<file path="src/rtl/port_cfg_pkg.sv">
// Package with register map, field positions and reset values of the port configuration block.
package port_cfg_pkg;
    // APB byte addresses; the printed offsets are all multiples of four.
    localparam logic [11:0] ADDR_PORT_ZERO_DATA      = 12'h000;
    localparam logic [11:0] ADDR_PORT_ZERO_DIRECTION = 12'h0f8;
    localparam logic [11:0] ADDR_PORT_OUTPUT_CONFIG  = 12'hf00;
    localparam logic [11:0] ADDR_FOURTH_PORT_INPUT   = 12'h004;
    localparam logic [11:0] ADDR_IRQ_STATUS          = 12'hf04;
    localparam logic [11:0] ADDR_IRQ_MASK            = 12'hf08;
    // Field positions.
    localparam int CFG_COMP_OUT_BIT   = 0;
    localparam int CFG_PUSH_PULL_BIT  = 2;
    localparam int DIR_LOW_NIBBLE_BIT = 0;
    localparam int DIR_HIGH_NIBBLE_BIT = 6;
    localparam int SERIAL_TX_EN_BIT   = 7;
    localparam int MODE_ANALOG_BIT    = 1;
    localparam int MODE_IR_AMP_BIT    = 2;
    localparam int TX_PIN_BIT         = 7;
    localparam int P3_IN_BIT3         = 3;
    localparam int P3_REF_ONE_BIT     = 0;
    localparam int P3_CMP_ONE_BIT     = 1;
    localparam int P3_CMP_TWO_BIT     = 2;
    localparam int TMR_ONE_SEL_HI_BIT = 5;
    localparam int TMR_ONE_SEL_LO_BIT = 4;
    localparam int TMR_ZERO_SEL_BIT   = 0;
    localparam int TMR_TWO_SEL_BIT    = 0;
    // Port geometry.
    localparam int PORT_WIDTH         = 8;
    localparam int NIBBLE_WIDTH       = 4;
    localparam int P3_WIDTH           = 4;
    // Reset value of the output latch.
    localparam logic [7:0] DATA_RESET = 8'h00;
    // Fixed read patterns of reserved bits.
    localparam logic [7:0] CFG_READ_VALUE = 8'hff;
    localparam logic [7:0] DIR_RESERVED_ONES = 8'hbe;
    // Interrupt status bits.
    localparam int IRQ_EXT_B_BIT = 0;
    localparam int IRQ_RECOVERY_BIT = 1;
    localparam int IRQ_WIDTH = 2;
endpackage

</file>
<file path="src/rtl/p3_output_mux.sv">
// Output routing for the four fixed outputs of the fourth port.
`timescale 1ns/1ns
module p3_output_mux
(
    // Selection controls
    input  wire logic       comp_out_en,
    input  wire logic       ir_amp_sel,
    input  wire logic       timer_one_b5,
    input  wire logic       timer_one_b4,
    input  wire logic       timer_zero_b0,
    input  wire logic       timer_two_b0,
    // Sources
    input  wire logic [3:0] digital_out,
    input  wire logic       eight_bit_timer_output,
    input  wire logic       sixteen_bit_timer_output,
    input  wire logic       combine_logic_out,
    input  wire logic       comparator_one_output,
    input  wire logic       comparator_two_output,
    input  wire logic       infrared_amplifier_output,
    // Result for pins 4 to 7
    output logic      [3:0] pin_out
);
    // Timer sources come first, then comparators override when enabled.
    always_comb
    begin
        pin_out = digital_out;
        if (timer_zero_b0)
            pin_out[0] = eight_bit_timer_output;
        if (timer_two_b0)
            pin_out[1] = sixteen_bit_timer_output;
        unique case ({timer_one_b5, timer_one_b4})
            2'b01:   pin_out[2] = eight_bit_timer_output;
            2'b10:   pin_out[2] = sixteen_bit_timer_output;
            2'b11:   pin_out[2] = combine_logic_out;
            default: pin_out[2] = digital_out[2];
        endcase
        if (comp_out_en)
        begin
            pin_out[0] = ir_amp_sel ? infrared_amplifier_output : comparator_one_output;
            pin_out[3] = comparator_two_output;
        end
    end
endmodule // p3_output_mux

</file>
<file path="src/rtl/port_config_and_nibble_io.sv">
// Port configuration, first-port nibble I/O and fourth-port routing with an APB slave.
//
// Behaviour
// - Timer and combining logic outputs reach fourth-port output pins per timer controls.
// - Analog mode gives fourth-port inputs one and two comparator front ends.
// - Analog mode diverts fourth input latch and interrupt to recovery sources.
// - Digital mode shows fourth input as input bit 3 and raises interrupt b.
// - Config bit 0 routes comparators onto output pins four and seven.
// - Config bit 2 selects open-drain or push/pull, write-only, reads one.
// - Reserved config bits ignore writes; read as ones.
// - Config register survives stop-mode recovery; only hardware reset clears it.
// - Direction bit 6 sets upper nibble: zero output, one input.
// - Direction bit 0 sets lower nibble: zero output, one input.
// - Data register reads return actual pin levels.
// - Writing zero drives low; one drives high or floats under open-drain.
// - Pin 7 is general I/O only while serial transmit is disabled.
// - Fourth-port mode bit 1 selects analog mode.
// - Enabled serial transmitter replaces pin 7 output with transmit data.
//
// Register map, each register in the low byte of its own word:
//   port_zero_data             writes load the latch, reads return the pins.
//   port_zero_direction        one bit per nibble, a one makes it an input.
//   port_output_configuration  drive mode and comparator routing; reads ones.
//   fourth port input view     pins, or analog results in analog mode.
//   interrupt status           sticky, write one to clear; an event wins.
//   interrupt mask             irq is the OR of the enabled status bits.
//
// Hazards and limitations:
//   Data reads return the pins, not the latch. An open-drain one held low
//   outside reads back as zero, and a read-modify-write then stores it.
//   Software that needs the latched value keeps its own copy.
//   There is no stop-mode recovery input; only presetn clears settings.
//   The bus never waits: pready is tied high, every access is two cycles.
//   Configuration bits are write-only; software keeps its own copy.
//   The two interrupt outputs are one-cycle pulses; irq is the level.
//   Fourth-port inputs are taken as synchronous to pclk; an asynchronous
//   source needs a synchroniser in front or the edge detector sees runts.
//
// Chosen here: the APB interface to the registers.
`timescale 1ns/1ns
module port_config_and_nibble_io
(
    // APB clock and reset
    input  wire logic        pclk,
    input  wire logic        presetn,
    // APB slave
    input  wire logic        psel,
    input  wire logic        penable,
    input  wire logic        pwrite,
    input  wire logic [11:0] paddr,
    input  wire logic [31:0] pwdata,
    output logic      [31:0] prdata,
    output logic             pready,
    output logic             pslverr,
    // First port pins
    input  wire logic [7:0]  port_zero_in,
    output logic      [7:0]  port_zero_out,
    output logic      [7:0]  port_zero_oe,
    // Controls owned by other blocks
    input  wire logic [7:0]  serial_control,
    input  wire logic        serial_tx_data,
    input  wire logic [7:0]  fourth_port_mode,
    input  wire logic [7:0]  timer_control_zero,
    input  wire logic [7:0]  timer_control_one,
    input  wire logic [7:0]  timer_control_two,
    // Fourth port inputs and analog results
    input  wire logic [3:0]  fourth_port_in,
    input  wire logic        comparator_one_result,
    input  wire logic        comparator_two_result,
    input  wire logic        infrared_amplifier_output,
    input  wire logic        recovery_condition_n,
    // Fourth port output sources
    input  wire logic [3:0]  fourth_port_digital_out,
    input  wire logic        eight_bit_timer_output,
    input  wire logic        sixteen_bit_timer_output,
    input  wire logic        combine_logic_out,
    // Fourth port outputs and analog control
    output logic      [3:0]  fourth_port_out,
    output logic             comparator_enable,
    output logic             external_interrupt_b,
    output logic             recovery_interrupt,
    output logic             irq
);
    // Address decode of the current access. All twelve bits are compared,
    // so no register has aliases; anything else is an error.
    logic access;
    logic wr_en;
    logic hit_data;
    logic hit_dir;
    logic hit_cfg;
    logic hit_p3;
    logic hit_sts;
    logic hit_msk;
    logic hit_any;
    assign access   = psel && penable;
    assign wr_en    = access && pwrite;
    assign hit_data = (paddr == port_cfg_pkg::ADDR_PORT_ZERO_DATA);
    assign hit_dir  = (paddr == port_cfg_pkg::ADDR_PORT_ZERO_DIRECTION);
    assign hit_cfg  = (paddr == port_cfg_pkg::ADDR_PORT_OUTPUT_CONFIG);
    assign hit_p3   = (paddr == port_cfg_pkg::ADDR_FOURTH_PORT_INPUT);
    assign hit_sts  = (paddr == port_cfg_pkg::ADDR_IRQ_STATUS);
    assign hit_msk  = (paddr == port_cfg_pkg::ADDR_IRQ_MASK);
    assign hit_any  = hit_data | hit_dir | hit_cfg | hit_p3 | hit_sts | hit_msk;

    // Per-register write strobes, one for each register that holds state.
    logic wr_cfg;
    logic wr_dir;
    logic wr_data;
    logic wr_sts;
    logic wr_msk;
    assign wr_cfg  = wr_en && hit_cfg;
    assign wr_dir  = wr_en && hit_dir;
    assign wr_data = wr_en && hit_data;
    assign wr_sts  = wr_en && hit_sts;
    assign wr_msk  = wr_en && hit_msk;

    // Zero wait states keep software polling simple; unmapped addresses raise pslverr.
    // An unmapped write changes nothing and an unmapped read returns zero, so a
    // stray access is reported without side effects.
    assign pready  = 1'b1;
    assign pslverr = access && !hit_any;

    // Configuration bits; no stop-mode recovery input exists so only presetn clears them.
    // Reserved bits have no flops, which is why their writes vanish and their
    // reads come from a constant.
    logic push_pull_q;
    logic comp_out_q;
    always_ff @(posedge pclk or negedge presetn)
    begin
        if (!presetn)
        begin
            push_pull_q <= 1'b1;
            comp_out_q  <= 1'b0;
        end
        else if (wr_cfg)
        begin
            push_pull_q <= pwdata[port_cfg_pkg::CFG_PUSH_PULL_BIT];
            comp_out_q  <= pwdata[port_cfg_pkg::CFG_COMP_OUT_BIT];
        end
    end

    // Nibble direction bits, one means input.
    // Both reset to input so nothing is driven before software sets the pins up;
    // a nibble turned to output drives whatever the latch already holds.
    logic dir_high_q;
    logic dir_low_q;
    always_ff @(posedge pclk or negedge presetn)
    begin
        if (!presetn)
        begin
            dir_high_q <= 1'b1;
            dir_low_q  <= 1'b1;
        end
        else if (wr_dir)
        begin
            dir_high_q <= pwdata[port_cfg_pkg::DIR_HIGH_NIBBLE_BIT];
            dir_low_q  <= pwdata[port_cfg_pkg::DIR_LOW_NIBBLE_BIT];
        end
    end

    // Output latch; pin 7 is not written while the transmitter owns it.
    logic [7:0] data_q;
    logic       tx_en;
    logic       pin7_writable;
    assign tx_en         = serial_control[port_cfg_pkg::SERIAL_TX_EN_BIT];
    assign pin7_writable = !tx_en && !dir_high_q;
    // The latch keeps its value through direction changes, so a nibble turned
    // to output shows what was last written rather than a fresh value.
    always_ff @(posedge pclk or negedge presetn)
    begin
        if (!presetn)
            data_q <= port_cfg_pkg::DATA_RESET;
        else if (wr_data)
        begin
            for (int b = 0; b < port_cfg_pkg::PORT_WIDTH; b++)
            begin
                if (b != port_cfg_pkg::TX_PIN_BIT)
                    data_q[b] <= pwdata[b];
                else if (pin7_writable)
                    data_q[b] <= pwdata[b];
            end
        end
    end

    // Pin drivers: open-drain releases the pin for a one instead of driving high.
    // The enable follows the level combinationally, which keeps the two in step
    // without an extra cycle of delay.
    // Pin 7 still needs its nibble set to output before transmit data reaches it.
    logic [7:0] level;
    genvar i;
    generate
        for (i = 0; i < port_cfg_pkg::PORT_WIDTH; i++)
        begin : g_pin
            logic is_out;
            assign is_out = (i >= port_cfg_pkg::NIBBLE_WIDTH) ? !dir_high_q : !dir_low_q;
            if (i == port_cfg_pkg::TX_PIN_BIT)
                assign level[i] = tx_en ? serial_tx_data : data_q[i];
            else
                assign level[i] = data_q[i];
            assign port_zero_out[i] = level[i];
            assign port_zero_oe[i]  = is_out && (push_pull_q || !level[i]);
        end
    endgenerate

    // Analog mode controls the comparators and diverts the fourth input.
    // The comparators lose power in stop mode, so software must leave analog mode
    // before relying on a fourth-port input to wake the device; nothing here enforces it.
    logic analog;
    assign analog            = fourth_port_mode[port_cfg_pkg::MODE_ANALOG_BIT];
    assign comparator_enable = analog;

    // Fourth port input view; inputs one and two show comparator results in analog mode.
    logic [3:0] p3_view;
    always_comb
    begin
        p3_view = fourth_port_in;
        if (analog)
        begin
            // The reference input has no digital reader in analog mode.
            p3_view[port_cfg_pkg::P3_REF_ONE_BIT] = 1'b1;
            p3_view[port_cfg_pkg::P3_CMP_ONE_BIT] = comparator_one_result;
            p3_view[port_cfg_pkg::P3_CMP_TWO_BIT] = comparator_two_result;
            // A zero here means a recovery condition is present.
            p3_view[port_cfg_pkg::P3_IN_BIT3]     = recovery_condition_n;
        end
    end

    // Falling-edge detection on bit 3 source; the source changes with analog mode.
    // The previous value resets high, the pin's idle level, so no false edge follows
    // reset. A mode change can look like an edge when the two sources differ, so
    // software should clear the status bits after switching modes.
    logic bit3_prev_q;
    always_ff @(posedge pclk or negedge presetn)
    begin
        if (!presetn)
            bit3_prev_q <= 1'b1;
        else
            bit3_prev_q <= p3_view[port_cfg_pkg::P3_IN_BIT3];
    end
    logic fall3;
    assign fall3 = bit3_prev_q && !p3_view[port_cfg_pkg::P3_IN_BIT3];
    assign external_interrupt_b = fall3 && !analog;
    assign recovery_interrupt   = fall3 && analog;

    // Sticky status; a new event wins over a write-one clear in the same cycle.
    // Losing an edge is worse than reporting one twice, so the set has priority.
    logic [port_cfg_pkg::IRQ_WIDTH-1:0] sts_q;
    logic [port_cfg_pkg::IRQ_WIDTH-1:0] msk_q;
    logic [port_cfg_pkg::IRQ_WIDTH-1:0] ev;
    assign ev[port_cfg_pkg::IRQ_EXT_B_BIT]    = external_interrupt_b;
    assign ev[port_cfg_pkg::IRQ_RECOVERY_BIT] = recovery_interrupt;
    always_ff @(posedge pclk or negedge presetn)
    begin
        if (!presetn)
            sts_q <= '0;
        else if (wr_sts)
            sts_q <= (sts_q & ~pwdata[port_cfg_pkg::IRQ_WIDTH-1:0]) | ev;
        else
            sts_q <= sts_q | ev;
    end
    // Mask bits let status bits onto the single level interrupt.
    always_ff @(posedge pclk or negedge presetn)
    begin
        if (!presetn)
            msk_q <= '0;
        else if (wr_msk)
            msk_q <= pwdata[port_cfg_pkg::IRQ_WIDTH-1:0];
    end
    assign irq = |(sts_q & msk_q);

    // Read data mux; reserved and write-only bits of direction and config read as ones; other unused bits read zero.
    // Reads have no side effects, so the mux may follow the address in any phase.
    always_comb
    begin
        prdata = 32'h0000_0000;
        if (hit_data)
            prdata[7:0] = port_zero_in;
        else if (hit_dir)
            prdata[7:0] = port_cfg_pkg::DIR_RESERVED_ONES
                        | {1'b0, dir_high_q, 5'b0_0000, dir_low_q};
        else if (hit_cfg)
            prdata[7:0] = port_cfg_pkg::CFG_READ_VALUE;
        else if (hit_p3)
            prdata[port_cfg_pkg::P3_WIDTH-1:0] = p3_view;
        else if (hit_sts)
            prdata[port_cfg_pkg::IRQ_WIDTH-1:0] = sts_q;
        else if (hit_msk)
            prdata[port_cfg_pkg::IRQ_WIDTH-1:0] = msk_q;
    end

    // Elaboration checks: the pin loop assumes a package width equal to the pins, the transmit
    // pin in the upper nibble, and a status vector that holds both events.
    if (port_cfg_pkg::PORT_WIDTH != $bits(port_zero_out))
    begin : g_chk_width
        $error("port width does not match the pins");
    end
    if (port_cfg_pkg::TX_PIN_BIT < port_cfg_pkg::NIBBLE_WIDTH)
    begin : g_chk_tx
        $error("transmit pin must sit in the upper nibble");
    end
    if (port_cfg_pkg::IRQ_WIDTH <= port_cfg_pkg::IRQ_RECOVERY_BIT)
    begin : g_chk_irq
        $error("status too narrow for its events");
    end

    // Timer controls are picked out by name so the routing sees single selects.
    // Keeping the positions in the package lets the routing follow a register move.
    logic tmr_one_sel_hi;
    logic tmr_one_sel_lo;
    logic tmr_zero_sel;
    logic tmr_two_sel;
    logic ir_amp_sel;
    assign tmr_one_sel_hi = timer_control_one[port_cfg_pkg::TMR_ONE_SEL_HI_BIT];
    assign tmr_one_sel_lo = timer_control_one[port_cfg_pkg::TMR_ONE_SEL_LO_BIT];
    assign tmr_zero_sel   = timer_control_zero[port_cfg_pkg::TMR_ZERO_SEL_BIT];
    assign tmr_two_sel    = timer_control_two[port_cfg_pkg::TMR_TWO_SEL_BIT];
    assign ir_amp_sel     = fourth_port_mode[port_cfg_pkg::MODE_IR_AMP_BIT];

    // Fourth port output routing.
    // Comparator routing overrides the timers on the first and last output pins.
    p3_output_mux u_mux
    (
        .comp_out_en               (comp_out_q),
        .ir_amp_sel                (ir_amp_sel),
        .timer_one_b5              (tmr_one_sel_hi),
        .timer_one_b4              (tmr_one_sel_lo),
        .timer_zero_b0             (tmr_zero_sel),
        .timer_two_b0              (tmr_two_sel),
        .digital_out               (fourth_port_digital_out),
        .eight_bit_timer_output    (eight_bit_timer_output),
        .sixteen_bit_timer_output  (sixteen_bit_timer_output),
        .combine_logic_out         (combine_logic_out),
        .comparator_one_output     (comparator_one_result),
        .comparator_two_output     (comparator_two_result),
        .infrared_amplifier_output (infrared_amplifier_output),
        .pin_out                   (fourth_port_out)
    );
endmodule // port_config_and_nibble_io

</file>
<file path="config.mk">
export PLATFORM = sky130hd
export DESIGN_NAME = port_config_and_nibble_io
export DESIGN_NICKNAME = d
export VERILOG_FILES = /design/src/rtl/port_cfg_pkg.sv /design/src/rtl/p3_output_mux.sv /design/src/rtl/port_config_and_nibble_io.sv
export SDC_FILE = /design/constraint.sdc
export NUM_CORES = 1
export LEC_CHECK = 0
export ABC_CLOCK_PERIOD_IN_PS = 2800
export BUFFER_PORTS_ARGS = -buffer_cell sky130_fd_sc_hd__buf_2
export CAP_MARGIN = 20
export CORE_UTILIZATION = 28
export CTS_BUF_LIST = sky130_fd_sc_hd__clkbuf_8
export CTS_CLUSTER_DIAMETER = 50
export DETAILED_ROUTE_END_ITERATION = 16
export GPL_ROUTABILITY_DRIVEN = 0
export GPL_TIMING_DRIVEN = 0
export PLACE_DENSITY_LB_ADDON = 0.12
export SYNTH_ARGS = -nofsm -noshare
export SYNTH_HDL_FRONTEND = slang
export SYNTH_HIERARCHICAL = 1
export SYNTH_SLANG_ARGS = --single-unit
export TNS_END_PERCENT = 10
</file>
<file path="constraint.sdc">
create_clock -name pclk -period 2.8 [get_ports pclk]
set_input_delay 0.84 -clock pclk [delete_from_list [all_inputs] [get_ports pclk]]
set_output_delay 0.84 -clock pclk [all_outputs]
set_load 0.02 [all_outputs]
</file>
# Word level (Yosys, flattened, before mapping)
# Cells that the tools add are included.
# Widths: inputs -> output; s select.
# op_classes
eq_ne	8
muxes	17
bitwise	10
n_reduce_logical	45
# op_table
cell	count
$eq 12x12->1 const B	3
$logic_and 1x1->1	20
$mux 8	2
$logic_not 1->1	14
$eq 12x3->1 const B	1
$eq 12x8->1 const B	1
$logic_not 12->1	1
$mux 4	3
$mux 2	5
$logic_or 1x1->1	8
$mux 1	6
$or 1x1->1	5
$and 2x2->2	2
$eq 2x2->1 const B	2
$or 2x2->2	2
$pmux 1 s3	1
$eq 2x1->1 const B	1
$not 2->2	1
$reduce_and 2->1	1
$reduce_or 2->1	1
# totals
register_bits	17
inputBits	113
out_inout_bits	58
wordCells	89

# Depth between registers and ports, before layout
# Gate-level depths: netlist of the first run.
# depth
word_depth	8
depth_mapped	5
depth_no_buf	4

# By module
# The synthesis of the first run kept the hierarchy.
# by_module_without_submodules
mod	n_inst	cells_per_inst	area_per_inst_um2	seq_area_each_um2
port_config_and_nibble_io	1	143	1420.1	430.4
p3_output_mux	1	6	75.1	0.0

# Worst setup path before layout of the first run
# No wires, ideal clock.
# synth_timing
path_type	input to output
start	input port paddr[1]
end	output port prdata[0]
arrival_ps	2195
required_ps	1960
slack_ps	-235
cell_stages	4
path_buffers	0
path_cell_list	or4b_2 nor4_1 a211oi_1 o22ai_1
# synth_via
elab_chain_len	7
word_cells_on_any_way	12
classes_between	5 x eq/ne; 6 x mux; 1 x reduce/logical
# synth_rtl
item	line_no	source
start: declaration	port_config_and_nibble_io.sv:50	input wire logic [11:0] paddr,
$eq 12x12->1	port_config_and_nibble_io.sv:102	assign hit_msk = (paddr == port_cfg_pkg::ADDR_IRQ_MASK);
$mux 2	port_config_and_nibble_io.sv:287	else if (hit_msk)
$mux 2	port_config_and_nibble_io.sv:285	else if (hit_sts)
$mux 2	port_config_and_nibble_io.sv:283	else if (hit_p3)
$mux 4	port_config_and_nibble_io.sv:281	else if (hit_cfg)
$mux 8	port_config_and_nibble_io.sv:278	else if (hit_dir)
$mux 8 (*)	port_config_and_nibble_io.sv:276	if (hit_data)
end: declaration	port_config_and_nibble_io.sv:52	output logic [31:0] prdata,
# Every way passes the cells marked *; elsewhere a longest branch is shown, timed or not.

# Worst setup path after layout of the first run
# layout_timing
start	input port paddr[2]
end	output port prdata[6]
# layout_via
elab_chain_len	4
word_cells_on_any_way	6
classes_between	2 x eq/ne; 3 x mux; 1 x reduce/logical
# layout_rtl
item	line_no	source
$eq 12x12->1	port_config_and_nibble_io.sv:99	assign hit_cfg = (paddr == port_cfg_pkg::ADDR_PORT_OUTPUT_CONFIG);
$mux 4	port_config_and_nibble_io.sv:281	
$mux 8	port_config_and_nibble_io.sv:278	
$mux 8 (*)	port_config_and_nibble_io.sv:276	
# Marked as above.

==> results of run 1 <==
## stage by stage
stage	hold WS (ps)	utilization (%)
floorplan	454.1	-
global placement	474.8	41.33
detailed placement	479.3	41.33
CTS	495.8	45.16
global route	519.2	46.23
finish	489.2	46.23
## routing by layer
layer,track usage [%],share of wire [%]
met1,17.17,43
met2,24.92,49
met3,3.882,8.2
met4,0.6289,0
met5,0,0
## worst max-delay path by stage
stage | endpoint | cells after the start | slack [ps] | startpoint
after floorplan | prdata[1] | 4 | -210 | paddr[9]
after global placement | prdata[6] | 5 | -530 | paddr[9]
after detailed placement | prdata[6] | 5 | -490 | paddr[9]
after CTS | prdata[6] | 6 | -350 | paddr[2]
after global routing | prdata[2] | 6 | -380 | paddr[2]
final | prdata[6] | 5 | -360 | paddr[2]
## sequential cells by signal, indices dropped and copies added (netlist names)
| name | flops |
|---|---|
| sts_q | 2 |
| bit3_prev_q | 1 |
| push_pull_q | 1 |
| dir_low_q | 1 |
| comp_out_q | 1 |
| data_q | 8 |
| dir_high_q | 1 |
| msk_q | 2 |
## cell families after synthesis
logic type / count (synthesis) / synth area share (%)
other: 2 / 0.5023
AOI/OAI and AO/OA: 28 / 12.64
DFF: 17 / 28.79
muxes: 23 / 17.74
buffers and inverters: 37 / 18.08
and+or+nand+nor: 42 / 22.26
## synthesized netlist by cell type (3+ instances only)
cell     count
a21oi_1      9
buf_4       33
dfrtp_1     13
dfstp_2      4
mux2_1       4
mux2_2      14
mux2i_1      4
nand3_1      7
nor2_1       3
nor3_1       3
nor4_2       5
o21a_1       3
o22ai_1      3
## repair_timing
action	in CTS	in global routing
pin swaps	6	3
resized for setup	33	6
setup endpoints to repair	9	9
setup buffers	4	2
## cell usage in the layout (no fill, tap or decap), types with 3 or more instances in the layout
cell	instances
mux2_1	4
conb_1	25
dfrtp_1	13
buf_2	75
o21a_1	3
a21oi_1	9
buf_6	11
nor2_1	3
mux2_2	14
mux2i_1	4
buf_4	40
nor4_4	5
dfstp_2	4
clkbuf_8	3
nand3_1	6
## area by class of cell
| class | instances | area share (%) |
|---|---|---|
| multi-input combinational | 118 | 41.50 |
| timing repair buffer | 94 | 23.85 |
| sequential | 17 | 18.11 |
| buffer | 33 | 10.43 |
| tap | 70 | 3.686 |
| clock buffer | 3 | 1.738 |
| inverter | 3 | 0.4739 |
| clock inverter | 1 | 0.2106 |
## critical path, stage by stage
cell and delay [ps]:
buf_8 110, or4b_4 530, or3_4 440, o221a_4 270, buf_6 130
## power by group through the flow
stage	clock network (mW)	registers, mW	logic [mW]
after floorplan	0	0.253	0.0994
after global placement	0	0.253	0.167
after detailed placement	0	0.253	0.168
after CTS	0.191	0.249	0.180
after global routing	0.206	0.249	0.202
final	0.184	0.249	0.185
==> results.cfg, run 1 <==
[cells_and_area]
nFillCells = 504
multi_input_area_um2 = 985.9
n_antenna_cell = 0
design_area_um2 = 2376
final_cells = 339
seq_area_um2 = 430.4
nNetsFinal = 383
area_growth_pct = 58.91
drive_above_1_share_pct = 63.94

[worst_setup_path]
start_kind = primary input
end_kind = output pin
worst-path-max-fanout = 4
critical_path_arrival_ps = 2320
r2r_start = dir_high_q
r2r_slack_ps = 1710
worstPathRequired_ps = 1960
path_class = in2out
timing.rr.end = data_q[7]
r2r_cells = 2

[yosys]
synth_top_area_share_pct = 21.76
synth_edf_count = 0
async_flop_share_pct = 100.0
synth_seq_cells = 17
synth_warnings = 6
synth_ff_type = dfrtp_1
netlist_top_cells_area = dfrtp_1, buf_4, mux2_2
synth_top_cell_by_area = dfrtp_1
avgSynthCellArea_um2 = 10.03
syn_area_um2 = 1495
synthCells = 149
synth-seq-area-share_pct = 28.79
ys_types = 46

[cts]
cts_tree = built
holdBufCountCts = 0
numClockSinks = 17
clock_tree.htree_level_count = 1
clkLatencyLatePin_ps = 250
cts.path.max_buffers = 2
clkTransAtPathRegs_ps = 70
clock-root-buffer = clkbuf_8
cts_buffers = 3

[route]
vias_per_cell = 4.416
ant_nets = 0
vias = 1497
drc = 0
dr.pass1.iters = 4
drt-initial-drc-count = 17
wl_um = 3857
wire_per_inst_um = 11.38

[die]
core_um2 = 5140
rows = 26
ioPinCount = 171
die_w_um = 75.08
start_util_pct = 29.09
die_area_um2 = 5636
die_h_um = 75.08

[sta]
finalSetupViolCount = 9
finalCritPeriodShare_pct = 112.8
fin_setup_tns_ps = -2925
rsz0062_at_grt = yes
final_max_slew_viol_count = 0
final.min_clock_period_ps = 3157
hold_violations = 0
skew_ps = 0.1137
worst_slack_ps = -357.3
max_freq_ghz = 0.3167

[pwr]
seqPwrFrac_pct = 40.3
powerDensity_nw_per_um2 = 260.2
vdd_ir_drop_max_uv = 131.6
power.total_mw = 0.6182
comb_power_share_pct = 30.0
cellLeakagePower_nw = 1.208
intPower_mw = 0.4325
clockPowerShare_pct = 29.8
swShare_pct = 30.03
switching_power_mw = 0.1857

[run_status]
failed_checks = setup timing
status = complete, but fails checks

[run]
drv_cap = 0

[grt]
track_usage_pct = 13.81
grt_pass1_wl_um = 5940
grt_max_degree = 18
antenna_found_initial = 0
overflow = 0
first_global_vias = 1300

[hold_path]
min_from = data_q[7]
min_to = data_q[7]
hold_depth = 1
hp-class = reg2reg

[place]
placed_area_um2 = 2125
dp.cells = 330
dp_hpwl_um = 3048
numPortBuffers = 88
place_ws_ps = -486.2
Power figures use the tool's default switching activity.
==> inputs of run 2 (changes only) <==
CORE_UTILIZATION = 31   (was 28)
SKIP_CTS_REPAIR_TIMING = 1   (was default)
==> run 2 against run 1 <==
The run still ends with setup timing left. Critical endpoint unchanged. Critical path depth is the same. Die area shrank 9.4%. Clock skew is essentially flat. Sequential share of layout area grew 0.40 points.
==> results.cfg, run 2 (synthesis gave the netlist of run 1 again) <==
[cts]
cts_buffers = 3
clock-root-buffer = clkbuf_8
clock_tree.htree_level_count = 1
cts_tree = built
cts.path.max_buffers = 2
clkTransAtPathRegs_ps = 60
numClockSinks = 17
clkLatencyLatePin_ps = 250

[run_status]
failed_checks = setup timing
status = complete, but fails checks

[hold_path]
hp-class = in2async

[sta]
final.min_clock_period_ps = 3179
worst_slack_ps = -378.7
final_max_slew_viol_count = 0
fin_setup_tns_ps = -3141
finalCritPeriodShare_pct = 113.5
skew_ps = 0.4293
worst_slew_pin_slew_ps = 664.9
slew-limit-headroom_pct = 55.05
finalSetupViolCount = 9
max_freq_ghz = 0.3146
rsz0062_at_grt = yes
hold_violations = 0

[route]
wl_um = 3949
drc = 0
drt-initial-drc-count = 26
vias_per_cell = 4.619
dr.pass1.iters = 4
vias = 1478
ant_nets = 0
wire_per_inst_um = 12.34

[cells_and_area]
final_cell_mix = buf_2, buf_4, conb_1, mux2_2, dfrtp_1
largest_reg_flops = 8
n_antenna_cell = 0
top_regs = data_q (8), msk_q (2), sts_q (2)
area_growth_pct = 55.48
top_register = data_q
final_common_cell = buf_2
nNetsFinal = 382
drive_above_1_share_pct = 63.06
nFillCells = 435
finish.utilization_pct = 51.61

[worst_setup_path]
path_class = in2out
worst-path-max-fanout = 4
crit_family = simple AND/OR/NAND/NOR gates
crit_buf_inv = 2
crit_slowest_cell = or4b_4
worstPathRequired_ps = 1960
path_cells = buf_8 -> or4b_4 -> or3_4 -> o221a_4 -> buf_6
end_kind = output pin
cpPeakStageDelay_ps = 550
start_kind = primary input
critical_path_arrival_ps = 2340

[grt]
antenna_found_initial = 0
grt_max_degree = 18
grt_pass1_wl_um = 6113
track_usage_pct = 15.23
overflow = 0
first_global_vias = 1340

[die]
die_w_um = 71.45
core_um2 = 4504
die_area_um2 = 5105
die_h_um = 71.45
rows = 24
ioPinCount = 171
start_util_pct = 33.19

[pwr]
powerDensity_nw_per_um2 = 263.7
vdd_ir_drop_max_uv = 220.6
cellLeakagePower_nw = 1.199

[run]
drv_cap = 0

[place]
numPortBuffers = 88
dp_hpwl_um = 3254
[run 2: cell types whose count changed in the layout (fill, tap and decap cells not counted)]
cell	previous run	this run
nor4b_2	1	0
nor3_1	2	3
nor4_4	5	4
nor4b_1	0	1
buf_6	11	10
nor4_2	2	3
buf_2	75	74
buf_4	40	41
nor3_2	2	1
[run 2: path summary, 6_finish.rpt]
path	slack, ps	cells after the start	startpoint	endpoint
worst min register to register	520	1	sts_q[1]	sts_q[1]
min in group pclk	520	1	sts_q[1]	sts_q[1]
worst min-delay path	490	1	presetn	data_q[4]
worst max-delay path	-380	5	paddr[2]	prdata[6]
worst max register to register	1680	2	dir_high_q	data_q[7]
max in group asynchronous	2000	1	presetn	bit3_prev_q
[run 2: through the flow]
step	worst slack (ps)	cells	total power [mW]	hold WS (ps)	area [µm²]
after floorplan	-209.8	172	0.3525	454.1	1597
after global placement	-522.0	312	0.4215	475.9	2102
after detailed placement	-532.4	312	0.4220	513.7	2102
after CTS	-527.2	316	0.6068	508.5	2148
after global routing	-407.6	320	0.6486	510.4	2325
final	-378.7	320	0.6129	492.8	2325
[run 2: per-layer routing]
metal  wire length [µm]  GRT usage (%)  part of all wire (%)  up-vias
li1                   -              -                     -      746
met1               1660          19.03                    42      652
met2               1919          25.71                    49       76
met3                332          4.641                   8.4        4
met4                 37          3.922                  0.94        0
met5                  0              0                     0        -
[run 2: report_power, final]
part	switching [mW]	leakage [nW]	total (mW)	internal (mW)
clock network	0.0817	0.0255	0.180	0.0987
logic	0.0986	0.961	0.183	0.0849
registers	0.000798	0.213	0.249	0.248
[run 2: area by class of cell]
type | instances | area, µm² | area share, %
sequential | 17 | 430.4 | 18.51
clock inverter | 1 | 5.005 | 0.2153
clock buffer | 3 | 41.29 | 1.776
buffer | 33 | 247.7 | 10.66
inverter | 3 | 11.26 | 0.4844
tap | 52 | 65.06 | 2.799
timing repair buffer | 93 | 558.0 | 24.00
multi-input combinational | 118 | 965.9 | 41.55
==> inputs of run 3 (changes only) <==
CORE_MARGIN = 4   (was default)
==> run 3 against run 2 <==
The run still ends with setup timing left. Die area is 18% higher. Non-clock buffer count is 1 higher. Sequential power hardly changed. Utilization is 2.5 points lower. Clock-buffer cell count stayed put. Clock skew hardly changed. Critical path type unchanged. Highest routed layer unchanged.
==> results.cfg, run 3 (synthesis gave the netlist of run 1 again) <==
[cts]
clkTransAtPathRegs_ps = 70
cts_buffers = 3
clock-root-buffer = clkbuf_8
cts.path.max_buffers = 2
cts_tree = built
clock_tree.htree_level_count = 1
numClockSinks = 17
clkLatencyLatePin_ps = 250

[worst_setup_path]
start_kind = primary input
worst-path-max-fanout = 5
end_kind = output pin
path_class = in2out
worstPathRequired_ps = 1960
critical_path_arrival_ps = 2360

[grt]
overflow = 0
antenna_found_initial = 0
grt_max_degree = 18
grt_pass1_wl_um = 6437
first_global_vias = 1412
track_usage_pct = 12.87

[cells_and_area]
area_growth_pct = 54.14
top_regs = data_q (8), msk_q (2), sts_q (2)
finish.utilization_pct = 49.12
seq_area_um2 = 430.4
final_common_cell = buf_2
nNetsFinal = 383
nFillCells = 452
n_antenna_cell = 0
drive_above_1_share_pct = 62.83
largest_reg_flops = 8
multi_input_area_um2 = 948.4
final_cell_mix = buf_2, buf_4, conb_1, mux2_2, dfrtp_1
top_register = data_q

[sta]
finalCritPeriodShare_pct = 114.3
whs_ps = 503.8
finalSetupViolCount = 9
slew-limit-headroom_pct = 64.76
hold_violations = 0
final.min_clock_period_ps = 3201
rsz0062_at_grt = yes
final_max_slew_viol_count = 0
fin_setup_tns_ps = -3309
worst_slack_ps = -401.3
max_freq_ghz = 0.3124
skew_ps = 0.1751
worst_slew_pin_slew_ps = 521.3

[route]
wire_per_inst_um = 12.73
vias_per_cell = 4.635
wl_um = 4113
vias = 1497
dr.pass1.iters = 4
drc = 0
ant_nets = 0
drt-initial-drc-count = 34

[run_status]
failed_checks = setup timing
status = complete, but fails checks

[pwr]
cellLeakagePower_nw = 1.195
powerDensity_nw_per_um2 = 267.2
vdd_ir_drop_max_uv = 184.9

[die]
rows = 25
core_um2 = 4692
die_h_um = 77.45
start_util_pct = 31.87
ioPinCount = 171
die_w_um = 77.45
die_area_um2 = 5999

[place]
dp_hpwl_um = 3428
numPortBuffers = 88
place_ws_ps = -501.3

[hold_path]
hp-class = in2async

[run]
drv_cap = 0
[run 3: cell types whose count changed in the layout (fill, tap and decap cells not counted)]
cell and delta:
a211oi_1 +1, a211oi_2 -1, buf_2 +2, buf_4 +2, buf_6 -4, buf_8 +1
nor4_2 +1, nor4_4 -1, or4b_2 +1, or4b_4 -1
[run 3: final timing paths]
| kind | startpoint | endpoint | slack, ps | cells past startpoint |
|---|---|---|---|---|
| setup / recovery | paddr[2] | prdata[6] | -400 | 5 |
| hold / removal | presetn | data_q[5] | 500 | 1 |
| setup reg to reg | dir_high_q | data_q[7] | 1690 | 2 |
| hold reg to reg | data_q[7] | data_q[7] | 510 | 1 |
| max in group asynchronous | presetn | dir_high_q | 1980 | 1 |
| min in group pclk | data_q[7] | data_q[7] | 510 | 1 |
[run 3: metal layers]
| metal | vias to the layer above | GRT usage (%) | share of wire (%) |
|---|---|---|---|
| li1 | 745 | - | - |
| met1 | 667 | 15.49 | 40 |
| met2 | 83 | 23.14 | 48 |
| met3 | 2 | 3.828 | 12 |
| met4 | 0 | 1.601 | 0.24 |
| met5 | - | 0 | 0 |
[run 3: final cells by class]
cell class | instances | share of cell area (%)
clock buffers | 3 | 1.792
clock inverters | 1 | 0.2172
well taps | 54 | 2.932
flip-flops and latches | 17 | 18.68
repair buffers | 93 | 23.51
inverters | 3 | 0.4886
plain buffers | 34 | 11.24
multi-input cells | 118 | 41.15
[run 3: where the power goes]
| group | internal, mW | switching, mW | total, mW |
|---|---|---|---|
| clock | 0.0986 | 0.0853 | 0.184 |
| combinational | 0.0850 | 0.0979 | 0.183 |
| sequential | 0.248 | 0.000746 | 0.249 |
[run 3: through the flow]
step | power (mW) | area, µm² | instances
floorplan | 0.3525 | 1597 | 172
global placement | 0.4206 | 2105 | 314
detailed placement | 0.4219 | 2105 | 314
CTS | 0.6086 | 2151 | 318
global route | 0.6517 | 2305 | 323
finish | 0.6158 | 2305 | 323
[run 3: critical path: stages]
cell	delay, ps
buf_8	100
or4b_4	570
or3_4	450
o221a_4	270
buf_6	130
